**src/design/ufl_params.svh**
```systemverilog
/*
 * Register offsets, field positions, reset values and timing counts
 * for the serial port queue control, interrupt identity and line format.
 * Assumes inclusion by bare name from the design files.
 */
`ifndef UFL_PARAMS_SVH
`define UFL_PARAMS_SVH

// Register offsets
`define UFL_OFS_IDENTITY     3'h2
`define UFL_OFS_QUEUE_CTRL   3'h2
`define UFL_OFS_LINE_FORMAT  3'h3

// Queue control fields
`define UFL_QC_ENABLE        0
`define UFL_QC_RX_FLUSH      1
`define UFL_QC_TX_FLUSH      2
`define UFL_QC_MODE          3
`define UFL_QC_TRIG_LO       6

// Line format fields
`define UFL_LF_STOP          2
`define UFL_LF_PAR_EN        3
`define UFL_LF_PAR_EVEN      4
`define UFL_LF_PAR_STICK     5
`define UFL_LF_DIV_SEL       7

// Interrupt identity codes, bits 3..0
`define UFL_ID_NONE          4'h1
`define UFL_ID_LINE          4'h6
`define UFL_ID_DATA          4'h4
`define UFL_ID_TIMEOUT       4'hc
`define UFL_ID_THRE          4'h2
`define UFL_ID_MODEM         4'h0

// Reset values
`define UFL_RST_LINE_FORMAT  8'h00
`define UFL_RST_IDENTITY     8'h01

// Timeout span in character times
`define UFL_TIMEOUT_CHARS    4

`endif

```
**src/design/ufl_pkg.sv**
```systemverilog
/*
 * Types for the serial port queue control, interrupt identity and
 * line format block. Assumes no other package.
 */
package ufl_pkg;

	// Line format as seen by the shifters
	typedef struct packed {
		logic [3:0] word_bits;
		logic [2:0] stop_half_bits;
		logic       parity_en;
	} ufl_format_t;

	// Whole state of the core
	typedef struct packed {
		ufl_format_t fmt;
		logic       irq_pend;
		logic       stop_chk;
		logic       fifo_en;
		logic [1:0] trig;
		logic       mode;
		logic [7:0] line_format_control;
		logic [7:0] interrupt_identity;
		logic [7:0] rdata;
		logic       rx_flush;
		logic       tx_flush;
		logic       ls_pend;
		logic       thre_pend;
		logic       ms_pend;
		logic       thr_empty_d;
		logic       to_pend;
		logic [7:0] to_cnt;
		logic       tx_par;
		logic       rx_perr;
	} ufl_state_t;

endpackage

```
**src/design/ufl_core.sv**
```systemverilog
/*
 * Queue control, interrupt identity and line format of a buffered
 * serial port. Assumes the data queues, shifters, line status, modem
 * status, interrupt enable and divisor latches sit outside and report
 * their events here; strobes and events are one-cycle pulses.
 */
// Decided for this implementation: the strobed register port.
// Summary of operation
// - Queue enable one turns both queues on; zero turns off and empties them.
// - Leaving buffered mode empties both queues without a flush command.
// - Receive flush empties receive queue, keeps shifter, clears itself.
// - Transmit flush empties transmit queue, keeps shifter, clears itself.
// - Transfer signalling mode bit has no effect on operation.
// - Top two queue control bits pick trigger 1, 4, 8 or 14 bytes.
// - Priority: line status, received data or timeout, transmit empty, modem.
// - Identity is held stable during a host read of it.
// - Identity bit zero reads zero when an enabled interrupt is pending.
// - Bit three marks timeout in buffered mode; zero otherwise.
// - Identity bits four, five read zero; six, seven follow queue enable.
// - Identity codes per source; data available clears below trigger.
// - Line status interrupt set by receive errors, cleared by status read.
// - Transmit empty clears on identity read reporting it or holding write.
// - Modem status interrupt set by input changes, cleared by status read.
// - Format bits one, zero give five to eight data bits.
// - Stop field gives one, or one and a half / two stop bits.
// - Receiver checks only the first stop bit.
// - Parity enable inserts and checks parity after the last data bit.
// - Parity select zero gives odd parity, one gives even.
// - Stick parity sends and expects the inverse of the select bit.
// - Format bit seven steers offsets zero and one to divisor latches.
`timescale 1ns/1ns
`include "ufl_params.svh"

module ufl_core #(
	parameter int COUNT_W = 5
) (
	// Clock and reset
	input  wire logic               clock_in,
	input  wire logic               rst_b_in,
	// Register port
	input  wire logic [2:0]         addr_in,
	input  wire logic [7:0]         wr_data_in,
	input  wire logic               wr_in,
	input  wire logic               rd_in,
	output logic      [7:0]         rd_data_out,
	// Neighbour events and levels
	input  wire logic [3:0]         ier_in,
	input  wire logic [COUNT_W-1:0] rx_count_in,
	input  wire logic               rx_push_in,
	input  wire logic               rx_pop_in,
	input  wire logic               rx_ready_in,
	input  wire logic               lsr_error_in,
	input  wire logic               lsr_read_in,
	input  wire logic               msr_change_in,
	input  wire logic               msr_read_in,
	input  wire logic               thr_empty_in,
	input  wire logic               thr_write_in,
	input  wire logic               half_bit_tick_in,
	// Parity data
	input  wire logic [7:0]         tx_data_in,
	input  wire logic [7:0]         rx_data_in,
	input  wire logic               rx_parity_in,
	// Control outputs
	output logic                    fifo_enable_out,
	output logic                    rx_flush_out,
	output logic                    tx_flush_out,
	output logic                    divisor_latch_select_out,
	output ufl_pkg::ufl_format_t    format_out,
	output logic                    rx_stop_check_out,
	output logic                    tx_parity_bit_out,
	output logic                    rx_parity_error_out,
	output logic                    interrupt_pending_out
);

	ufl_pkg::ufl_state_t state_reg;
	ufl_pkg::ufl_state_t state_next;

	// Parity bit for a word under the given format
	function automatic logic parity_of(input logic [7:0] data,
	                                   input logic [7:0] line_format_control);
		logic [7:0] mask;
		logic       ones;
		mask = 8'h1f;
		unique case (line_format_control[1:0])
			2'h0: mask = 8'h1f;
			2'h1: mask = 8'h3f;
			2'h2: mask = 8'h7f;
			2'h3: mask = 8'hff;
		endcase
		ones = ^(data & mask);
		if (line_format_control[`UFL_LF_PAR_STICK])
			parity_of = ~line_format_control[`UFL_LF_PAR_EVEN];
		else if (line_format_control[`UFL_LF_PAR_EVEN])
			parity_of = ones;
		else
			parity_of = ~ones;
	endfunction

	// Trigger level in bytes
	function automatic logic [COUNT_W-1:0] trig_bytes(input logic [1:0] t);
		trig_bytes = COUNT_W'(1);
		unique case (t)
			2'h0: trig_bytes = COUNT_W'(1);
			2'h1: trig_bytes = COUNT_W'(4);
			2'h2: trig_bytes = COUNT_W'(8);
			2'h3: trig_bytes = COUNT_W'(14);
		endcase
	endfunction

	// Character shape for a line format value
	function automatic ufl_pkg::ufl_format_t fmt_of(input logic [7:0] line_format_control);
		fmt_of.word_bits = 4'(5) + {2'h0, line_format_control[1:0]};
		if (!line_format_control[`UFL_LF_STOP])
			fmt_of.stop_half_bits = 3'h2;
		else if (line_format_control[1:0] == 2'h0)
			fmt_of.stop_half_bits = 3'h3;
		else
			fmt_of.stop_half_bits = 3'h4;
		fmt_of.parity_en = line_format_control[`UFL_LF_PAR_EN];
	endfunction

	ufl_pkg::ufl_format_t fmt_now;
	logic [7:0] char_half;
	logic [7:0] to_limit;
	logic       data_avail;
	logic       ls_act;
	logic       rd_act;
	logic       to_act;
	logic       thre_act;
	logic       ms_act;
	logic [3:0] id_code;
	logic       qc_wr;
	logic       lf_wr;
	logic       id_rd;

	always_comb begin
		qc_wr = wr_in && addr_in == `UFL_OFS_QUEUE_CTRL;
		lf_wr = wr_in && addr_in == `UFL_OFS_LINE_FORMAT;
		id_rd = rd_in && addr_in == `UFL_OFS_IDENTITY;

		// Character length in half bits
		fmt_now = fmt_of(state_reg.line_format_control);
		char_half = 8'(2 * (1 + fmt_now.word_bits
			+ {3'h0, fmt_now.parity_en})) + {5'h0, fmt_now.stop_half_bits};
		to_limit = 8'(`UFL_TIMEOUT_CHARS * char_half);

		// Interrupt sources gated by enables
		if (state_reg.fifo_en)
			data_avail = rx_count_in >= trig_bytes(state_reg.trig);
		else
			data_avail = rx_ready_in;
		ls_act = ier_in[2] && state_reg.ls_pend;
		rd_act = ier_in[0] && data_avail;
		to_act = ier_in[0] && state_reg.fifo_en && state_reg.to_pend;
		thre_act = ier_in[1] && state_reg.thre_pend;
		ms_act = ier_in[3] && state_reg.ms_pend;

		if (ls_act)
			id_code = `UFL_ID_LINE;
		else if (rd_act)
			id_code = `UFL_ID_DATA;
		else if (to_act)
			id_code = `UFL_ID_TIMEOUT;
		else if (thre_act)
			id_code = `UFL_ID_THRE;
		else if (ms_act)
			id_code = `UFL_ID_MODEM;
		else
			id_code = `UFL_ID_NONE;

		state_next = state_reg;
		state_next.rx_flush = 1'b0;
		state_next.tx_flush = 1'b0;

		// Queue control write
		if (qc_wr) begin
			state_next.fifo_en = wr_data_in[`UFL_QC_ENABLE];
			if (wr_data_in[`UFL_QC_ENABLE]) begin
				state_next.trig = wr_data_in[`UFL_QC_TRIG_LO +: 2];
				state_next.mode = wr_data_in[`UFL_QC_MODE];
				state_next.rx_flush = wr_data_in[`UFL_QC_RX_FLUSH];
				state_next.tx_flush = wr_data_in[`UFL_QC_TX_FLUSH];
			end else begin
				state_next.rx_flush = 1'b1;
				state_next.tx_flush = 1'b1;
			end
		end

		// Line format write
		if (lf_wr)
			state_next.line_format_control = wr_data_in;

		// Line status pending, set wins over clear
		if (lsr_read_in)
			state_next.ls_pend = 1'b0;
		if (lsr_error_in)
			state_next.ls_pend = 1'b1;

		// Transmit empty pending on rising empty
		state_next.thr_empty_d = thr_empty_in;
		if (thr_write_in || (id_rd && id_code == `UFL_ID_THRE))
			state_next.thre_pend = 1'b0;
		if (thr_empty_in && !state_reg.thr_empty_d)
			state_next.thre_pend = 1'b1;

		// Modem status pending
		if (msr_read_in)
			state_next.ms_pend = 1'b0;
		if (msr_change_in)
			state_next.ms_pend = 1'b1;

		// Character timeout
		if (rx_push_in || rx_pop_in || rx_count_in == '0
			|| !state_reg.fifo_en) begin
			state_next.to_cnt = 8'h00;
			state_next.to_pend = 1'b0;
		end else if (half_bit_tick_in && !state_reg.to_pend) begin
			state_next.to_cnt = state_reg.to_cnt + 8'h01;
			if (state_reg.to_cnt + 8'h01 >= to_limit)
				state_next.to_pend = 1'b1;
		end

		// Identity frozen while it is read
		if (!id_rd)
			state_next.interrupt_identity = {{2{state_reg.fifo_en}}, 2'h0,
				id_code};
		state_next.irq_pend = ~state_next.interrupt_identity[0];
		state_next.fmt = fmt_of(state_next.line_format_control);
		state_next.stop_chk = 1'b1;

		// Read data, valid in the cycle after the strobe
		state_next.rdata = 8'h00;
		if (rd_in) begin
			unique case (addr_in)
				`UFL_OFS_IDENTITY: state_next.rdata = state_reg.interrupt_identity;
				`UFL_OFS_LINE_FORMAT: state_next.rdata = state_reg.line_format_control;
				default: state_next.rdata = 8'h00;
			endcase
		end

		// Parity for the shifters
		state_next.tx_par = parity_of(tx_data_in, state_reg.line_format_control);
		state_next.rx_perr = state_reg.line_format_control[`UFL_LF_PAR_EN]
			&& (rx_parity_in != parity_of(rx_data_in, state_reg.line_format_control));
	end

	always_ff @(posedge clock_in or negedge rst_b_in) begin
		if (!rst_b_in) begin
			state_reg <= '0;
			state_reg.line_format_control <= `UFL_RST_LINE_FORMAT;
			state_reg.interrupt_identity <= `UFL_RST_IDENTITY;
			state_reg.fmt.word_bits <= 4'h5;
			state_reg.fmt.stop_half_bits <= 3'h2;
		end else begin
			state_reg <= state_next;
		end
	end

	assign rd_data_out = state_reg.rdata;
	assign fifo_enable_out = state_reg.fifo_en;
	assign rx_flush_out = state_reg.rx_flush;
	assign tx_flush_out = state_reg.tx_flush;
	assign divisor_latch_select_out = state_reg.line_format_control[`UFL_LF_DIV_SEL];
	assign format_out = state_reg.fmt;
	assign rx_stop_check_out = state_reg.stop_chk;
	assign tx_parity_bit_out = state_reg.tx_par;
	assign rx_parity_error_out = state_reg.rx_perr;
	assign interrupt_pending_out = state_reg.irq_pend;

endmodule // ufl_core

```
**config.mk**
```make
export PLATFORM = sky130hd
export DESIGN_NAME = ufl_core
export DESIGN_NICKNAME = d
export VERILOG_FILES = /design/src/design/ufl_pkg.sv /design/src/design/ufl_core.sv
export VERILOG_INCLUDE_DIRS = /design/src /design/src/design
export SDC_FILE = /design/constraint.sdc
export NUM_CORES = 1
export LEC_CHECK = 0
export ABC_CLOCK_PERIOD_IN_PS = 2150
export BUFFER_PORTS_ARGS = -buffer_cell sky130_fd_sc_hd__buf_2
export CAP_MARGIN = 20
export CORE_AREA = 3 3 82 84
export DETAILED_ROUTE_END_ITERATION = 12
export DIE_AREA = 0 0 85 87
export PLACE_DENSITY = 0.84
export SLEW_MARGIN = 20
export SYNTH_ARGS = -nofsm -noshare
export SYNTH_HDL_FRONTEND = slang
export SYNTH_SLANG_ARGS = --single-unit
```
**constraint.sdc**
```tcl
create_clock -name clock_in -period 2.15 [get_ports clock_in]
set_input_delay 0.215 -clock clock_in [delete_from_list [all_inputs] [get_ports clock_in]]
set_output_delay 0.215 -clock clock_in [all_outputs]
set_load 0.01 [all_outputs]
```
==> impl_results.md <==
* VDD IR max at 0.359 mV
* Setup Viol. Count Final at 1
* Final Util at 57.3%
* TritonCTS clock tree: yes
* Yosys warns at 0
* Via density at ~5.1
* Hold crit path type: in -> reg
* Dominant synthesized flop cell: dfrtp_1
* DRC violations left at 0
* Setup Skew at 9.98 ps
* Final Routed Wirelength at 6040 um
* Crit Path Max Fanout at 4
* DP Wirelength at 4670 um
* Vias at 2176
* Worst-Skew Late Latency at 310 ps
* First-pass GRT wire length at 10100 um
* Worst setup SP type: flop
* Status: finished with violations
* Die Y at 87 um
* Layout area overhead at 19.2%
* Yosys reg bits at 50
* Post-synthesis net count at 348
* Root Buffer: clkbuf_8
* Clock Sinks at 50
* Total global-route track usage at 17.3%
* Die Area at approximately 0.0074 mm2
* Total gr overflow at 0
* I/O pin cnt at 75
* Post-synth EDFFs at 0
* Ant diodes at 0
* Hold Fails Final Rpt at 0
* Max-Cap Viols at 0
* Leakage at 1.73 nW
* Worst path arrival time at approximately 2300 ps
* Avg Cell Area, Syn at 10.3 um2
* PwrDens at 738 mW/mm2
* Initial drt markers at 110
* RSZ-0062 raised after global routing: yes
* Most common cell after layout, fill and taps aside: buf_2
* Final Wtd Congestion at 0.791
* Die W at ~85 um
* Max-slew violations at 0
* Layout cell share with drive strength beyond 1 at 32.5%
* Cells after synthesis at 279
* Clk slew on worst S/H paths at 90 ps
* Total CTS buffers at 5
* Maximum buffer depth of the clock tree at 2
* Fraction of registers with async set/reset at 100%
* Wirelength per Cell at ~14 um
* Drt pass-1 iters at 4
* FP Rows at 28
* Count of cell types in the netlist at 58
* Initial Util at 48.1%
* Post-Syn Area at 0.00288 mm2
* Slew headroom at 48.6%
* Peak Freq at ~460 MHz
* Final Cycle Share at 100%
* CP Class: reg -> reg
* Setup Fix Bufs, Post-CTS at 0
* Reg2Reg Launch Point: state_reg[33]$_DFF_PN0_
* Most frequent cells in the layout: 74 x buf_2, 45 x dfrtp_1, 23 x inv_1, 22 x nor2_1, 22 x nand2_1
* Crit path time final at between 2000 and 2500 ps
* Port Buffers at 74
* Nets at 419
* Actual slew at the worst max-slew pin at 770 ps
* Pin count of the biggest net entering global routing at 35
* Final ANT Viol Nets at 0
* Core Box Area at 0.00599 mm2
* Min-delay src: thr_empty_in
* Largest register FFs at 26
* Worst Path Required at 2340 ps
* CP Capture Type: flop
* Initial antenna violation count at 0
* Seq/Total Area, Yosys at 43.6%
* Crit path from: state_reg[33]$_DFF_PN0_
* Final worst hold slack at 21.5 ps
* Htree depth at 2
* Final WS setup at -0.584 ps
* Vias in the first global route at 2155
* Failing checks: negative setup slack
==> kinds of logic (layout without fill, tap and decap cells) <==
group                    Yosys count  after routing  synth area share [%]
other                              1              1                 0.130
AND/OR/NAND/NOR                   91             91                  18.2
adder cells (fa/ha/maj)           18             18                  8.08
XOR/XNOR                          21             21                  7.39
flip-flops                        50             50                  43.6
buffers and inverters             43            115                  7.78
AO/OA/AOI/OAI                     43             43                  10.3
multiplexers                      12             12                  4.52
==> where the power goes <==
group	internal [W]	total (W)	switching (W)	leakage, nW
Sequential	0.00106	0.00114	0.0000792	0.633
Combinational	0.000398	0.000805	0.000407	1.04
Clock	0.000265	0.000588	0.000323	0.0514
==> layer usage <==
metal | up-vias | track usage (%) | part of all wire (%)
li1 | 1097 | - | -
met1 | 999 | 21.4 | 42
met2 | 68 | 29.4 | 49
met3 | 12 | 3.69 | 6.7
met4 | 0 | 6.91 | 2.1
met5 | - | 0 | 0
==> cell usage after synthesis, drive strengths merged (5+ instances only) <==
cell type / count / area [um2]
nor2b: 6 / 37.5
ha: 17 / 213
nand2: 22 / 82.6
buf: 19 / 134
xor2: 7 / 61.3
o21ai: 5 / 25.0
inv: 24 / 90.1
xnor2: 12 / 105
nand3: 8 / 40.0
mux2: 8 / 90.1
dfrtp: 46 / 1150
nor2: 22 / 82.6
nand4bb: 5 / 56.3
a21oi: 14 / 70.1
==> per-stage QoR <==
stage | instances | TNS [ps] | power [W] | setup WS (ps) | cell area [um2]
finish | 426 | -0.584 | 0.00253 | -0.584 | 3430
global placement | 417 | 0 | 0.00185 | 4.54 | 3280
detailed placement | 417 | -106 | 0.00190 | -106 | 3280
floorplan | 279 | 0 | 0.00166 | 4.46 | 2890
CTS | 426 | 0 | 0.00254 | 15.9 | 3430
global route | 426 | -82.1 | 0.00271 | -82.1 | 3430
==> worst max-delay path, stage by stage (launching register included) <==
cell and delay, ps:
dfrtp_2 450, ha_4 290, ha_4 130, inv_1 50, fa_1 450, ha_1 290, o21a_1 110, o211ai_1 170
a31oi_1 100
==> layout make-up <==
| type | instances | area (um2) |
|---|---|---|
| inverters | 24 | 90.1 |
| clock buffers | 6 | 82.6 |
| fillers | 518 | 2560 |
| multi-input cells | 186 | 1450 |
| flip-flops and latches | 50 | 1260 |
| clock inverters | 2 | 17.5 |
| repair buffers | 83 | 440 |
| well taps | 75 | 93.8 |
==> path summary, 6_finish.rpt <==
kind	end	slack (ps)	cells past startpoint
max	state_reg[10]$_DFFE_PN0P_	-0.6	8
min	state_reg[11]$_DFF_PN0_	20	1
max reg2reg	state_reg[10]$_DFFE_PN0P_	-0.6	8
min reg2reg	state_reg[13]$_DFFE_PN0P_	430	1
max in group asynchronous	rd_data_out[5]$_DFF_PN0_	1000	3
min in group asynchronous	state_reg[38]$_DFFE_PN0P_	510	2
==> repair_timing <==
action / 4_1_cts / 5_1_grt
pin swaps: 5 / 2
setup endpoints to repair: 1 / 1
gates resized for setup: 7 / 0
cloned: 0 / 0
hold buffers: 1 / 0
endpoints found under the hold margin: 28 / 0
Power figures use the tool's default switching activity.
